**config.mk**
```make
export PLATFORM = sky130hd
export DESIGN_NAME = ckd_regs
export DESIGN_NICKNAME = d
export VERILOG_FILES = /design/src/ckd_pkg.sv /design/src/ckd_regs.sv
export SDC_FILE = /design/constraint.sdc
export NUM_CORES = 1
export LEC_CHECK = 0
export BUFFER_PORTS_ARGS = -buffer_cell sky130_fd_sc_hd__buf_2
export CORE_UTILIZATION = 52
export CTS_CLUSTER_SIZE = 20
export DETAILED_ROUTE_END_ITERATION = 16
export PLACE_DENSITY = 0.82
export SLEW_MARGIN = 20
export SYNTH_ARGS = -nofsm -noshare
export SYNTH_HDL_FRONTEND = slang
export SYNTH_SLANG_ARGS = --single-unit
```
**constraint.sdc**
```tcl
create_clock -name core_clk -period 5.39 [get_ports core_clk]
set_input_delay 0.2695 -clock core_clk [delete_from_list [all_inputs] [get_ports core_clk]]
set_output_delay 0.2695 -clock core_clk [all_outputs]
set_load 0.1 [all_outputs]
```
**src/ckd_pkg.sv**
```systemverilog
// Package for the clock divider, PLL and RC trim register block.
// Assumes a 32-bit APB master; registers hold 16 bits in the low lanes.
`default_nettype none
package ckd_pkg;
  // ==========================================================
  // Register map (word aligned byte addresses)
  localparam logic [11:0] ADDR_DIV_CTRL = 12'h000;
  localparam logic [11:0] ADDR_PLLFB    = 12'h004;
  localparam logic [11:0] ADDR_TRIM     = 12'h008;

  // ==========================================================
  // Implemented-bit masks
  localparam logic [15:0] MASK_DIV_CTRL = 16'hFFDF;
  localparam logic [15:0] MASK_PLLFB    = 16'h01FF;
  localparam logic [15:0] MASK_TRIM     = 16'h003F;

  // ==========================================================
  // Reset values
  localparam logic [15:0] RST_DIV_CTRL = 16'h0040;
  localparam logic [15:0] RST_PLLFB    = 16'h0030;
  localparam logic [15:0] RST_TRIM     = 16'h0000;

  // ==========================================================
  // Field positions in the clock divider, feedback and trim registers
  localparam int RECOVER_BIT   = 15;
  localparam int RATIO_MSB     = 14;
  localparam int RATIO_LSB     = 12;
  localparam int REDUCE_EN_BIT = 11;
  localparam int RCPOST_MSB    = 10;
  localparam int RCPOST_LSB    = 8;
  localparam int POST_MSB      = 7;
  localparam int POST_LSB      = 6;
  localparam int PRE_MSB       = 4;
  localparam int PRE_LSB       = 0;
  localparam int FB_MSB        = 8;
  localparam int TRIM_MSB      = 5;

  // ==========================================================
  // Divider encodings
  localparam logic [1:0] POST_DIV2     = 2'h0;
  localparam logic [1:0] POST_DIV4     = 2'h1;
  localparam logic [1:0] POST_RESERVED = 2'h2;
  localparam logic [1:0] POST_DIV8     = 2'h3;
  localparam logic [3:0] POST_VAL2     = 4'h2;
  localparam logic [3:0] POST_VAL4     = 4'h4;
  localparam logic [3:0] POST_VAL8     = 4'h8;
  localparam logic [3:0] POST_INVALID  = 4'h0;
  localparam logic [5:0] PRE_OFFSET    = 6'h02;
  localparam logic [9:0] FB_OFFSET     = 10'h002;
  localparam logic [7:0] DIV_ONE       = 8'h01;
endpackage

`default_nettype wire

```
**src/ckd_regs.sv**
```systemverilog
// Clock divider, PLL divider/multiplier and RC trim registers.
// Assumes an APB master on core_clk and an interrupt pulse from logic on the same clock.
//
// The implementer's own choices: the address map and the APB register port.
`timescale 1ns/1ns
`default_nettype none

// Notes on behaviour
// - Interrupt with recover set clears reduction enable
// - Reduction ratio code selects power-of-two divisor
// - Disabled reduction forces ratio to 1:1
// - RC postscaler divides by two to the code
// - Input divider equals code plus two
// - Multiplier equals code plus two, reset 50
// - Feedback register bits 15..9 read zero
// - Trim register bits 15..6 read zero
// - Trim is signed, 0.375 percent per step
// - Zero trim is centre, all ones one step down
module ckd_regs (
  // Clock and reset
  input  wire logic        core_clk,
  input  wire logic        reset_n,
  // APB slave
  input  wire logic        psel,
  input  wire logic        penable,
  input  wire logic        pwrite,
  input  wire logic [11:0] paddr,
  input  wire logic [31:0] pwdata,
  output var  logic [31:0] prdata,
  output var  logic        pready,
  output var  logic        pslverr,
  // Interrupt event from the interrupt controller
  input  wire logic        irq_event,
  // Clock generator controls
  output var  logic        recover_on_interrupt,
  output var  logic        reduction_enable,
  output var  logic [2:0]  cpu_clock_reduction_ratio,
  output var  logic [7:0]  cpu_divisor,
  output var  logic [2:0]  internal_rc_postscaler,
  output var  logic [7:0]  rc_post_divisor,
  output var  logic [1:0]  pll_output_divider,
  output var  logic [3:0]  postscale_factor,
  output var  logic [4:0]  pll_input_divider,
  output var  logic [5:0]  prescale_factor,
  output var  logic [8:0]  pll_feedback_divisor,
  output var  logic [9:0]  pll_multiplier,
  output var  logic [5:0]  rc_trim_code
);

  // ==========================================================
  // Bus decode
  logic        setup;
  logic        access;
  logic        wr_en;
  logic        hit_div;
  logic        hit_fb;
  logic        hit_trim;

  assign setup    = psel && !penable;
  assign access   = psel && penable && pready;
  assign wr_en    = access && pwrite;
  assign hit_div  = paddr == ckd_pkg::ADDR_DIV_CTRL;
  assign hit_fb   = paddr == ckd_pkg::ADDR_PLLFB;
  assign hit_trim = paddr == ckd_pkg::ADDR_TRIM;

  // ==========================================================
  // Register storage
  logic [15:0] div_q, div_d;
  logic [15:0] fb_q, fb_d;
  logic [15:0] trim_q, trim_d;
  logic [2:0]  eff_ratio;

  always_comb begin
    div_d  = div_q;
    fb_d   = fb_q;
    trim_d = trim_q;
    // Only implemented bits take write data
    if (wr_en && hit_div) begin
      div_d = pwdata[15:0] & ckd_pkg::MASK_DIV_CTRL;
    end
    if (wr_en && hit_fb) begin
      fb_d = pwdata[15:0] & ckd_pkg::MASK_PLLFB;
    end
    if (wr_en && hit_trim) begin
      trim_d = pwdata[15:0] & ckd_pkg::MASK_TRIM;
    end
    // Recovery beats a same-cycle software write unless that write clears the recover bit
    if (irq_event && div_d[ckd_pkg::RECOVER_BIT]) begin
      div_d[ckd_pkg::REDUCE_EN_BIT] = 1'b0;
    end
  end

  // Disabled reduction means ratio code 0, i.e. 1:1
  assign eff_ratio = div_d[ckd_pkg::REDUCE_EN_BIT] ?
                     div_d[ckd_pkg::RATIO_MSB:ckd_pkg::RATIO_LSB] : 3'h0;

  always_ff @(posedge core_clk) begin
    if (!reset_n) begin
      div_q  <= ckd_pkg::RST_DIV_CTRL;
      fb_q   <= ckd_pkg::RST_PLLFB;
      trim_q <= ckd_pkg::RST_TRIM;
    end else begin
      div_q  <= div_d;
      fb_q   <= fb_d;
      trim_q <= trim_d;
    end
  end

  // ==========================================================
  // Decoded clock generator controls, registered from next state
  logic [7:0] cpu_div_d;
  logic [7:0] rc_div_d;
  logic [3:0] post_d;
  logic [5:0] pre_d;
  logic [9:0] mult_d;

  always_comb begin
    cpu_div_d = ckd_pkg::DIV_ONE << eff_ratio;
    rc_div_d  = ckd_pkg::DIV_ONE << div_d[ckd_pkg::RCPOST_MSB:ckd_pkg::RCPOST_LSB];
    pre_d     = {1'b0, div_d[ckd_pkg::PRE_MSB:ckd_pkg::PRE_LSB]} + ckd_pkg::PRE_OFFSET;
    mult_d    = {1'b0, fb_d[ckd_pkg::FB_MSB:0]} + ckd_pkg::FB_OFFSET;
    case (div_d[ckd_pkg::POST_MSB:ckd_pkg::POST_LSB])
      ckd_pkg::POST_DIV2: post_d = ckd_pkg::POST_VAL2;
      ckd_pkg::POST_DIV4: post_d = ckd_pkg::POST_VAL4;
      ckd_pkg::POST_DIV8: post_d = ckd_pkg::POST_VAL8;
      default:            post_d = ckd_pkg::POST_INVALID;
    endcase
  end

  always_ff @(posedge core_clk) begin
    if (!reset_n) begin
      recover_on_interrupt      <= ckd_pkg::RST_DIV_CTRL[ckd_pkg::RECOVER_BIT];
      reduction_enable          <= ckd_pkg::RST_DIV_CTRL[ckd_pkg::REDUCE_EN_BIT];
      cpu_clock_reduction_ratio <= 3'h0;
      cpu_divisor               <= ckd_pkg::DIV_ONE;
      internal_rc_postscaler    <= ckd_pkg::RST_DIV_CTRL[ckd_pkg::RCPOST_MSB:ckd_pkg::RCPOST_LSB];
      rc_post_divisor           <= ckd_pkg::DIV_ONE;
      pll_output_divider        <= ckd_pkg::POST_DIV4;
      postscale_factor          <= ckd_pkg::POST_VAL4;
      pll_input_divider         <= ckd_pkg::RST_DIV_CTRL[ckd_pkg::PRE_MSB:ckd_pkg::PRE_LSB];
      prescale_factor           <= ckd_pkg::PRE_OFFSET;
      pll_feedback_divisor      <= ckd_pkg::RST_PLLFB[ckd_pkg::FB_MSB:0];
      pll_multiplier            <= {1'b0, ckd_pkg::RST_PLLFB[ckd_pkg::FB_MSB:0]} +
                                   ckd_pkg::FB_OFFSET;
      rc_trim_code              <= ckd_pkg::RST_TRIM[ckd_pkg::TRIM_MSB:0];
    end else begin
      recover_on_interrupt      <= div_d[ckd_pkg::RECOVER_BIT];
      reduction_enable          <= div_d[ckd_pkg::REDUCE_EN_BIT];
      cpu_clock_reduction_ratio <= eff_ratio;
      cpu_divisor               <= cpu_div_d;
      internal_rc_postscaler    <= div_d[ckd_pkg::RCPOST_MSB:ckd_pkg::RCPOST_LSB];
      rc_post_divisor           <= rc_div_d;
      pll_output_divider        <= div_d[ckd_pkg::POST_MSB:ckd_pkg::POST_LSB];
      postscale_factor          <= post_d;
      pll_input_divider         <= div_d[ckd_pkg::PRE_MSB:ckd_pkg::PRE_LSB];
      prescale_factor           <= pre_d;
      pll_feedback_divisor      <= fb_d[ckd_pkg::FB_MSB:0];
      pll_multiplier            <= mult_d;
      // Two's complement code goes straight to the trim DAC
      rc_trim_code              <= trim_d[ckd_pkg::TRIM_MSB:0];
    end
  end

  // ==========================================================
  // APB answer: no wait state, with pready registered from setup so all bus outputs come from flops
  logic [31:0] rdata_d;
  logic        ready_d;
  logic        err_d;

  always_comb begin
    rdata_d = prdata;
    ready_d = setup;
    err_d   = 1'b0;
    if (setup) begin
      rdata_d = 32'h0000_0000;
      if (hit_div) begin
        rdata_d[15:0] = div_q;
      end else if (hit_fb) begin
        rdata_d[15:0] = fb_q & ckd_pkg::MASK_PLLFB;
      end else if (hit_trim) begin
        rdata_d[15:0] = trim_q & ckd_pkg::MASK_TRIM;
      end else begin
        err_d = 1'b1;
      end
    end
  end

  always_ff @(posedge core_clk) begin
    if (!reset_n) begin
      prdata  <= 32'h0000_0000;
      pready  <= 1'b0;
      pslverr <= 1'b0;
    end else begin
      prdata  <= rdata_d;
      pready  <= ready_d;
      pslverr <= err_d;
    end
  end
endmodule

`default_nettype wire

```
After elaboration in Yosys (flattened, before gate mapping). Cells that the tools add are included.

Register bits after elaboration: 99. Latch bits: 0. Bits in writable memories: 0. Bits in read-only memories: 0. Word-level logic and storage cells: 48. Memories: 0.

Add/sub/neg operators: 2. $mul: 0. Div/mod/pow operators: 0. Order comparisons: 0. Equality and inequality tests: 4. Shift operators: 2. Mux-type cells: 9. Bitwise logic cells: 2. Reduce and logical (&&, ||, !) cells: 12.

Operator list (number): two-way mux 16 bit (2); two-way mux 9 bit (2); << shifter 1 x 3 -> 8 bit, first input constant (2); == test 12 x 3 -> 1 bit, second input constant (1); == test 12 x 4 -> 1 bit, second input constant (1); zero test 12 bit (1); one-hot mux 4 bit (3 select lines) (1); adder 9 x 2 -> 10 bit, second input constant (1); logical AND 1 bit (8); adder 5 x 2 -> 6 bit, second input constant (1); two-way mux 6 bit (1); OR reduction 4 bit (1); two-way mux 3 bit (1); == test 2 x 1 -> 1 bit, second input constant (1); == test 2 bit, second input constant (1); zero test 2 bit (1); two-way mux 1 bit (2); inverter 1 bit (2); zero test 1 bit (1).

Logic depth before layout (Yosys ltp). Gate-level depths: netlist of the first run.

Word-level depth: 9. Gate-level depth with buffers: 10.

Worst setup path before layout of the first run. OpenSTA, ideal clock, no wires.

Path type: register -> register. Start point: register pready. End point: register pll_multiplier[7]. Library setup time: 0.086 ns. Data arrival time: 2.842 ns. Required time: 5.304 ns. Path slack: 2.463 ns. Stages on the path, launching flop included: 9. Path buffers: 0. Period minus slack after synthesis: 2.927 ns. Cell sequence: dfxtp_1 > and4_1 > nand4_1 > mux2_2 > ha_1 > and3_1 > and3_1 > xnor2_1 > a211oi_1.

Cells in the longest elaborated chain, start to end: 5.

RTL lines: start, declared (RTL line ckd_regs.sv:30) `output var logic pready,`; start signal, assigned (RTL line ckd_regs.sv:195) `pready <= ready_d;`; logical AND 1 bit (RTL line ckd_regs.sv:60) `assign access = psel && penable && pready;`; logical AND 1 bit (RTL line ckd_regs.sv:61) `assign wr_en = access && pwrite;`; logical AND 1 bit (RTL line ckd_regs.sv:81) `if (wr_en && hit_fb) begin`; two-way mux 9 bit (RTL line ckd_regs.sv:81); net fb_d[2] (RTL line ckd_regs.sv:69) `logic [15:0] fb_q, fb_d;`; adder 9 x 2 -> 10 bit (RTL line ckd_regs.sv:121) `mult_d = {1'b0, fb_d[ckd_pkg::FB_MSB:0]} + ckd_pkg::FB_OFFSET;`; end signal, assigned (RTL line ckd_regs.sv:143) `pll_multiplier <= {1'b0, ckd_pkg::RST_PLLFB[ckd_pkg::FB_MSB:0]} +`; end signal, assigned (RTL line ckd_regs.sv:158) `pll_multiplier <= mult_d;`; end, declared (RTL line ckd_regs.sv:46) `output var logic [9:0] pll_multiplier,`.

The timed path passes the listed nets, and every way through them passes these cells. A chain may end at the register's enable or synchronous reset.

Worst setup path after layout of the first run.
Start point: input paddr[2]. End point: register pll_multiplier[7].

Cells in the longest elaborated chain, start to end: 4.

RTL lines: start, declared (RTL line ckd_regs.sv:27) `input wire logic [11:0] paddr,`; == test 12 x 3 -> 1 bit (RTL line ckd_regs.sv:63) `assign hit_fb = paddr == ckd_pkg::ADDR_PLLFB;`; logical AND 1 bit (RTL line ckd_regs.sv:81); two-way mux 9 bit (RTL line ckd_regs.sv:81); net fb_d[1] (RTL line ckd_regs.sv:69); adder 9 x 2 -> 10 bit (RTL line ckd_regs.sv:121).

The timed path passes the listed nets, and every way through them passes these cells.

==> flow_summary_export.csv, run 1 <==
group,metric,value,unit
hold_path,hold_depth,3,
placement,numPlacedInstances,609,
route,drt_wl_total,9640,um
die,die_h,87.8,um
layout,num_antenna_cells,0,
power_and_ir_drop,intPower,0.842,mW
placement,hpwlAfterDp,6770,um
synthesis,syn-cell-area,0.00382,mm2
synthesis,synthTopCellsByArea,"dfxtp_1 (44%), buf_4 (5.9%), nand2_1 (5.6%), mux2i_1 (4.7%), nor2_1 (3.0%)",
route,wl_per_cell,15.4,um
route,antenna_left,0,
route,dr_total_vias,3450,
placement,io_buffers,116,
hold_path,hold_end,"div_q[15]",
sta,skew,6.72,ps
layout,finalNonFillerCells,625,
sta,slew_headroom,50.7,%
power_and_ir_drop,p_sw_share,27.1,%
cts,clockRootBuffer,"clkbuf_8",
critical_path,path_max_fanout,16,
sta,fin_crit,2920,ps
cts,clk_path_buf_depth,2,
critical_path,reg2reg_to,"pll_multiplier[7]",
critical_path,worstRegToRegCells,9,
synthesis,synth_most_common_cell,"dfxtp_1",
power_and_ir_drop,p_leak,2.04,nW
layout,final_util,64.6,%
synthesis,synthFlopType,"dfxtp_1",
power_and_ir_drop,p_comb_share,9.9,%
die,rows,30,
global_route,grt_max_degree,43,
sta,fin_tns_setup,0,ps
run_status,outcome,"finished, final reports clean",
cts,postCtsSetupBuffers,0,
die,start_util,55.1,%
critical_path,critPathRequiredTime,5650,ps
layout,finalNetCount,576,
power_and_ir_drop,p_sw,0.313,mW
synthesis,async_flop_share,0,%
sta,slew_viol_final,0,
global_route,gr-total-overflow,0,
critical_path,startpoint,"paddr[2]",
cts,cts_resized,0,
critical_path,end_kind,"flip-flop",
placement,gp_congestion,0.921,
global_route,grt_pass1_wl,15100,um
layout,drive_gt1_share,29.1,%
die,die_w,87.8,um
power_and_ir_drop,pwr-share-seq,53.7,%
die,io_pins,150,
power_and_ir_drop,pwr-share-clk,36.4,%
job,maxCapViolations,0,
cts,clk_pin_slew,80,ps
critical_path,critPathKind,"input pin to flip-flop",
critical_path,startpoint_type,"input pin",
cts,cts-hold-fix-buffers,0,
sta,timing.fmax,342,MHz
power_and_ir_drop,max-vdd-ir-drop,0.000148,V
synthesis,syn_avg_cell_area,8.89,um2
synthesis,synth_edf_count,0,
cts,clk_latency,350,ps
sta,worst_pin_slew,737,ps
cts,tritoncts,"built",
power_and_ir_drop,p_total,1.15,mW
cts,cts.htree.levels,3,
die,dieArea,0.00770,mm2
synthesis,synth_top_cells_by_count,"dfxtp_1 (84), nand2_1 (57), nor2_1 (31)",
route,viasPerCell,5.52,
route,drc,0,
sta,rsz0062_at_grt,"false",
sta,post-route-period-util,54.2,%
layout,area_growth,17.3,%
global_route,grt_use_total,25.4,%
sta,hold_viol,0,
route,detail_route.first_pass.iterations,5,
synthesis,synth_area_leader_cell,"dfxtp_1",
critical_path,r2r_start,"pready",
die,core_area,0.00694,mm2
cts,cts_buffers,9,
synthesis,yosysSeqAreaShare,44.0,%
cts,cts_sinks,84,
synthesis,synthCells,430,
global_route,grt_pass1_vias,3111,
critical_path,arrival,3180,ps
critical_path,rrSetupSlack,2490,ps
global_route,antenna_found_initial,0,
route,drt_iter0_markers,208,
synthesis,ys_seq_elements,84,
power_and_ir_drop,p_per_area,258,mW/mm2
hold_path,min-delay-start,"pwdata[15]",
synthesis,synth_top_area_share,44.0,%
synthesis,yosysWarnings,0,
hold_path,hold_path_class,"input pin to flip-flop",
sta,setup_violations,0,
synthesis,synth_cell_types,51,
==> layout make-up <==
class,count,area [um2]
fill,606,2460
multi-input combinational,302,1860
sequential,84,1680
timing repair buffer,120,611
clock buffer,12,165
tap,96,120
inverter,7,26.3
clock inverter,4,22.5
==> metal layers <==
metal	vias up	global-route usage [%]	share of wire [%]
met5	-	0	0
met4	0	13.3	2.0
met3	21	3.30	6.5
met2	166	39.5	47
met1	1607	34.6	45
li1	1656	-	-
==> power by group through the flow <==
stage	logic [mW]	clock network, mW	registers, mW
6_report	0.114	0.420	0.621
5_1_grt	0.120	0.455	0.621
4_1_cts	0.113	0.422	0.621
3_5_place_dp	0.113	0	0.635
3_3_place_gp	0.111	0	0.635
2_1_floorplan	0.0902	0	0.640
==> cells by family after synthesis <==
group / after synthesis / synth area share [%]
AO/OA/AOI/OAI: 64 / 10.9
AND/OR/NAND/NOR: 184 / 26.3
XOR/XNOR: 10 / 2.29
flip-flops: 84 / 44.0
adder cells (fa/ha/maj): 2 / 0.654
buffers and inverters: 60 / 9.00
multiplexers: 25 / 6.77
other: 1 / 0.0981
==> worst max-delay path by stage <==
| stage | end | slack [ps] | cells past startpoint |
|---|---|---|---|
| 2_1_floorplan | pll_multiplier[7] | 2460 | 8 |
| 3_3_place_gp | pll_multiplier[7] | 2190 | 10 |
| 3_5_place_dp | pll_multiplier[7] | 2150 | 10 |
| 4_1_cts | pll_multiplier[7] | 2490 | 10 |
| 5_1_grt | pll_multiplier[7] | 2190 | 10 |
| 6_report | pll_multiplier[7] | 2470 | 10 |
==> worst max-delay path, stage by stage <==
cell and delay, ps:
buf_2 270, nor4b_2 390, nand4_1 660, mux2i_1 440, inv_1 80, ha_1 280, and3_1 230, and3_1 200
xnor2_1 120, a211oi_1 220
==> sequential cells by signal, indices dropped and copies added, names as in the netlist <==
name and cells:
prdata 16, div_q 15, pll_feedback_divisor 9, pll_multiplier 9
cpu_divisor 8, rc_post_divisor 8, trim_q 6, prescale_factor 5
cpu_clock_reduction_ratio 3, postscale_factor 3, pready 1, pslverr 1
==> metrics by stage <==
step / hold slack, ps / worst slack (ps) / instance area, um2
after floorplan: 370 / 2460 / 3880
after global placement: 444 / 2190 / 4300
after detailed placement: 454 / 2150 / 4300
after CTS: 155 / 2490 / 4480
after global routing: 155 / 2190 / 4480
final: 165 / 2470 / 4480
==> layout by cell type (no fill, tap or decap), types with 7 or more instances in the layout <==
master and count:
xnor2_1 9, nand2_1 57, buf_2 116, clkbuf_8 12, a22oi_1 10, nor2_1 31, inv_1 7, o21ai_0 9
dfxtp_1 84, conb_1 17, nand4_1 9, mux2_2 7, a21oi_1 22, mux2i_1 18, nand3_1 23
(Power assumes the default switching activity.)
==> run 2: changes to the inputs <==
--- a/config.mk
+++ b/config.mk
@@ -6,10 +6,10 @@
 export NUM_CORES = 1
 export LEC_CHECK = 0
 export BUFFER_PORTS_ARGS = -buffer_cell sky130_fd_sc_hd__buf_2
-export CORE_UTILIZATION = 52
+export CORE_UTILIZATION = 49
 export CTS_CLUSTER_SIZE = 20
 export DETAILED_ROUTE_END_ITERATION = 16
-export PLACE_DENSITY = 0.82
+export PLACE_DENSITY = 0.77
 export SLEW_MARGIN = 20
 export SYNTH_ARGS = -nofsm -noshare
 export SYNTH_HDL_FRONTEND = slang
==> constraint.sdc (replaced) <==
create_clock -name core_clk -period 3 [get_ports core_clk]
set_input_delay 0.15 -clock core_clk [delete_from_list [all_inputs] [get_ports core_clk]]
set_output_delay 0.15 -clock core_clk [all_outputs]
set_load 0.1 [all_outputs]
==> flow_summary_export.csv, run 2 (synthesized netlist as in run 1, its figures left out) <==
group,metric,value,unit
critical_path,worst-path-buf-inv,1,
power_and_ir_drop,p_per_area,480,mW/mm2
job,maxCapViolations,0,
layout,final_util,61.3,%
layout,finalNonFillerCells,632,
sta,fin_tns_setup,0,ps
global_route,globalRouteMet2Util,37.8,%
placement,gp_congestion,0.865,
die,die_w,90.3,um
run_status,outcome,"finished, final reports clean",
sta,slew_headroom,54.2,%
sta,worst_pin_slew,682,ps
global_route,grt_max_degree,43,
critical_path,critPathRequiredTime,3270,ps
critical_path,reg2reg_to,"pll_multiplier[7]",
layout,largest_reg_flops,16,
critical_path,crit_family,"simple AND/OR/NAND/NOR gates",
sta,skew,9.45,ps
critical_path,cpMostUsedCell,"and3_1",
route,drc,0,
cts,clk_path_buf_depth,2,
critical_path,critPathKind,"flip-flop to flip-flop",
sta,slew_viol_final,0,
critical_path,slowest_stage,"dfxtp_1",
placement,dpl_cell_area,0.00433,mm2
route,drt_wl_total,9820,um
sta,post-route-period-util,79.6,%
global_route,top_usage_layer,"met2",
hold_path,hold_path_class,"input pin to flip-flop",
sta,fin_crit,2390,ps
layout,largest_register,"prdata",
layout,area_growth,18.7,%
cts,clk_latency,350,ps
die,io_pins,150,
global_route,gr-total-overflow,0,
placement,io_buffers,116,
layout,reg.largest.list,"prdata x16, div_q x15",
critical_path,path_max_fanout,7,
placement,dp_slack,330,ps
cts,clockRootBuffer,"clkbuf_8",
placement,numPlacedInstances,616,
cts,cts_buffers,9,
cts,postCtsSetupBuffers,0,
sta,rsz0062_at_grt,"false",
layout,fin_area,0.00454,mm2
global_route,grt_pass1_vias,3089,
route,dr_total_vias,3515,
placement,hpwlAfterDp,7030,um
critical_path,startpoint_type,"flip-flop",
power_and_ir_drop,max-vdd-ir-drop,0.000212,V
layout,finalNetCount,580,
cts,cts_resized,0,
layout,final_cell_mix,"buf_2 (116), dfxtp_1 (84), nand2_1 (57), nor2_1 (31), nand3_1 (23)",
die,dieArea,0.00816,mm2
layout,final_common_cell,"buf_2",
critical_path,arrival,2660,ps
critical_path,crit_chain,"and4_1 -> nand4_1 -> mux2i_1 -> inv_1 -> ha_1 -> and3_1 -> and3_1 -> xnor2_1 -> a211oi_1",
cts,clk_pin_slew,80,ps
route,wl_per_cell,15.5,um
die,die_h,90.3,um
die,start_util,51.6,%
sta,worst_slack,612,ps
route,antenna_left,0,
global_route,antenna_found_initial,0,
sta,hold_viol,0,
global_route,use_met3,3.62,%
route,viasPerCell,5.56,
cts,cts_sinks,84,
sta,timing.fmax,419,MHz
critical_path,worstRegToRegCells,9,
global_route,grt_pass1_wl,15400,um
critical_path,rrSetupSlack,610,ps
critical_path,end_kind,"flip-flop",
sta,setup_violations,0,
hold_path,hold_depth,3,
critical_path,r2r_start,"pready",
route,drt_iter0_markers,296,
cts,cts-hold-fix-buffers,0,
route,detail_route.first_pass.iterations,5,
layout,num_antenna_cells,0,
layout,drive_gt1_share,29.1,%
cts,cts.htree.levels,3,
cts,tritoncts,"built",
power_and_ir_drop,p_leak,2.06,nW
global_route,met1_usage,31.0,%
die,core_area,0.00741,mm2
global_route,grt_use_total,23.5,%
hold_path,min-delay-start,"pwdata[15]",
die,rows,31,
hold_path,hold_end,"div_q[15]",
critical_path,crit_path_max_incr_delay,350,ps
run 2: changes by cell type in the layout (fill, tap and decap cells not counted), sizes merged:
cell,previous run,this run
buf,120,124
bufinv,0,2
clkinv,3,2
clkinvlp,1,0
run 2: worst reg2reg max path, stage by stage, from the launching register on:
cell,delay (ps)
dfxtp_1,350
and4_1,270
nand4_1,250
mux2i_1,300
inv_1,70
ha_1,290
and3_1,240
and3_1,210
xnor2_1,120
a211oi_1,210
run 2: how the worst max path moves through the flow:
stage | start | end | slack, ps | depth (start not counted)
floorplan | pready | pll_multiplier[7] | 70 | 8
global placement | paddr[2] | pll_multiplier[7] | 440 | 10
finish | pready | pll_multiplier[7] | 610 | 9
CTS | pready | pll_multiplier[7] | 630 | 9
detailed placement | paddr[2] | pll_multiplier[7] | 330 | 10
global route | paddr[2] | pll_multiplier[7] | 400 | 10
run 2: area by class of cell:
type	count	area, um2
repair buffers	124	641
well taps	99	124
clock buffers	12	135
clock inverters	4	73.8
multi-input cells	302	1860
fillers	667	2870
flip-flops and latches	84	1680
inverters	7	26.3
run 2: stage by stage:
step	power [mW]	hold slack (ps)
6_report	2.18	50.3
5_1_grt	2.25	42.6
3_3_place_gp	1.34	408
2_1_floorplan	1.31	251
3_5_place_dp	1.35	417
4_1_cts	2.19	45.0
run 2: power breakdown:
part	internal [mW]	total, mW	leakage [nW]	switching [mW]
combinational	0.0350	0.208	1.28	0.173
sequential	1.11	1.12	0.677	0.000446
clock	0.470	0.857	0.105	0.387
total	1.62	2.18	2.06	0.560
run 2: layer usage:
layer / wire length, um / up-vias
met4: 252 / 0
met5: 0 / -
met1: 4360 / 1662
met2: 4620 / 166
li1: - / 1662
met3: 587 / 25
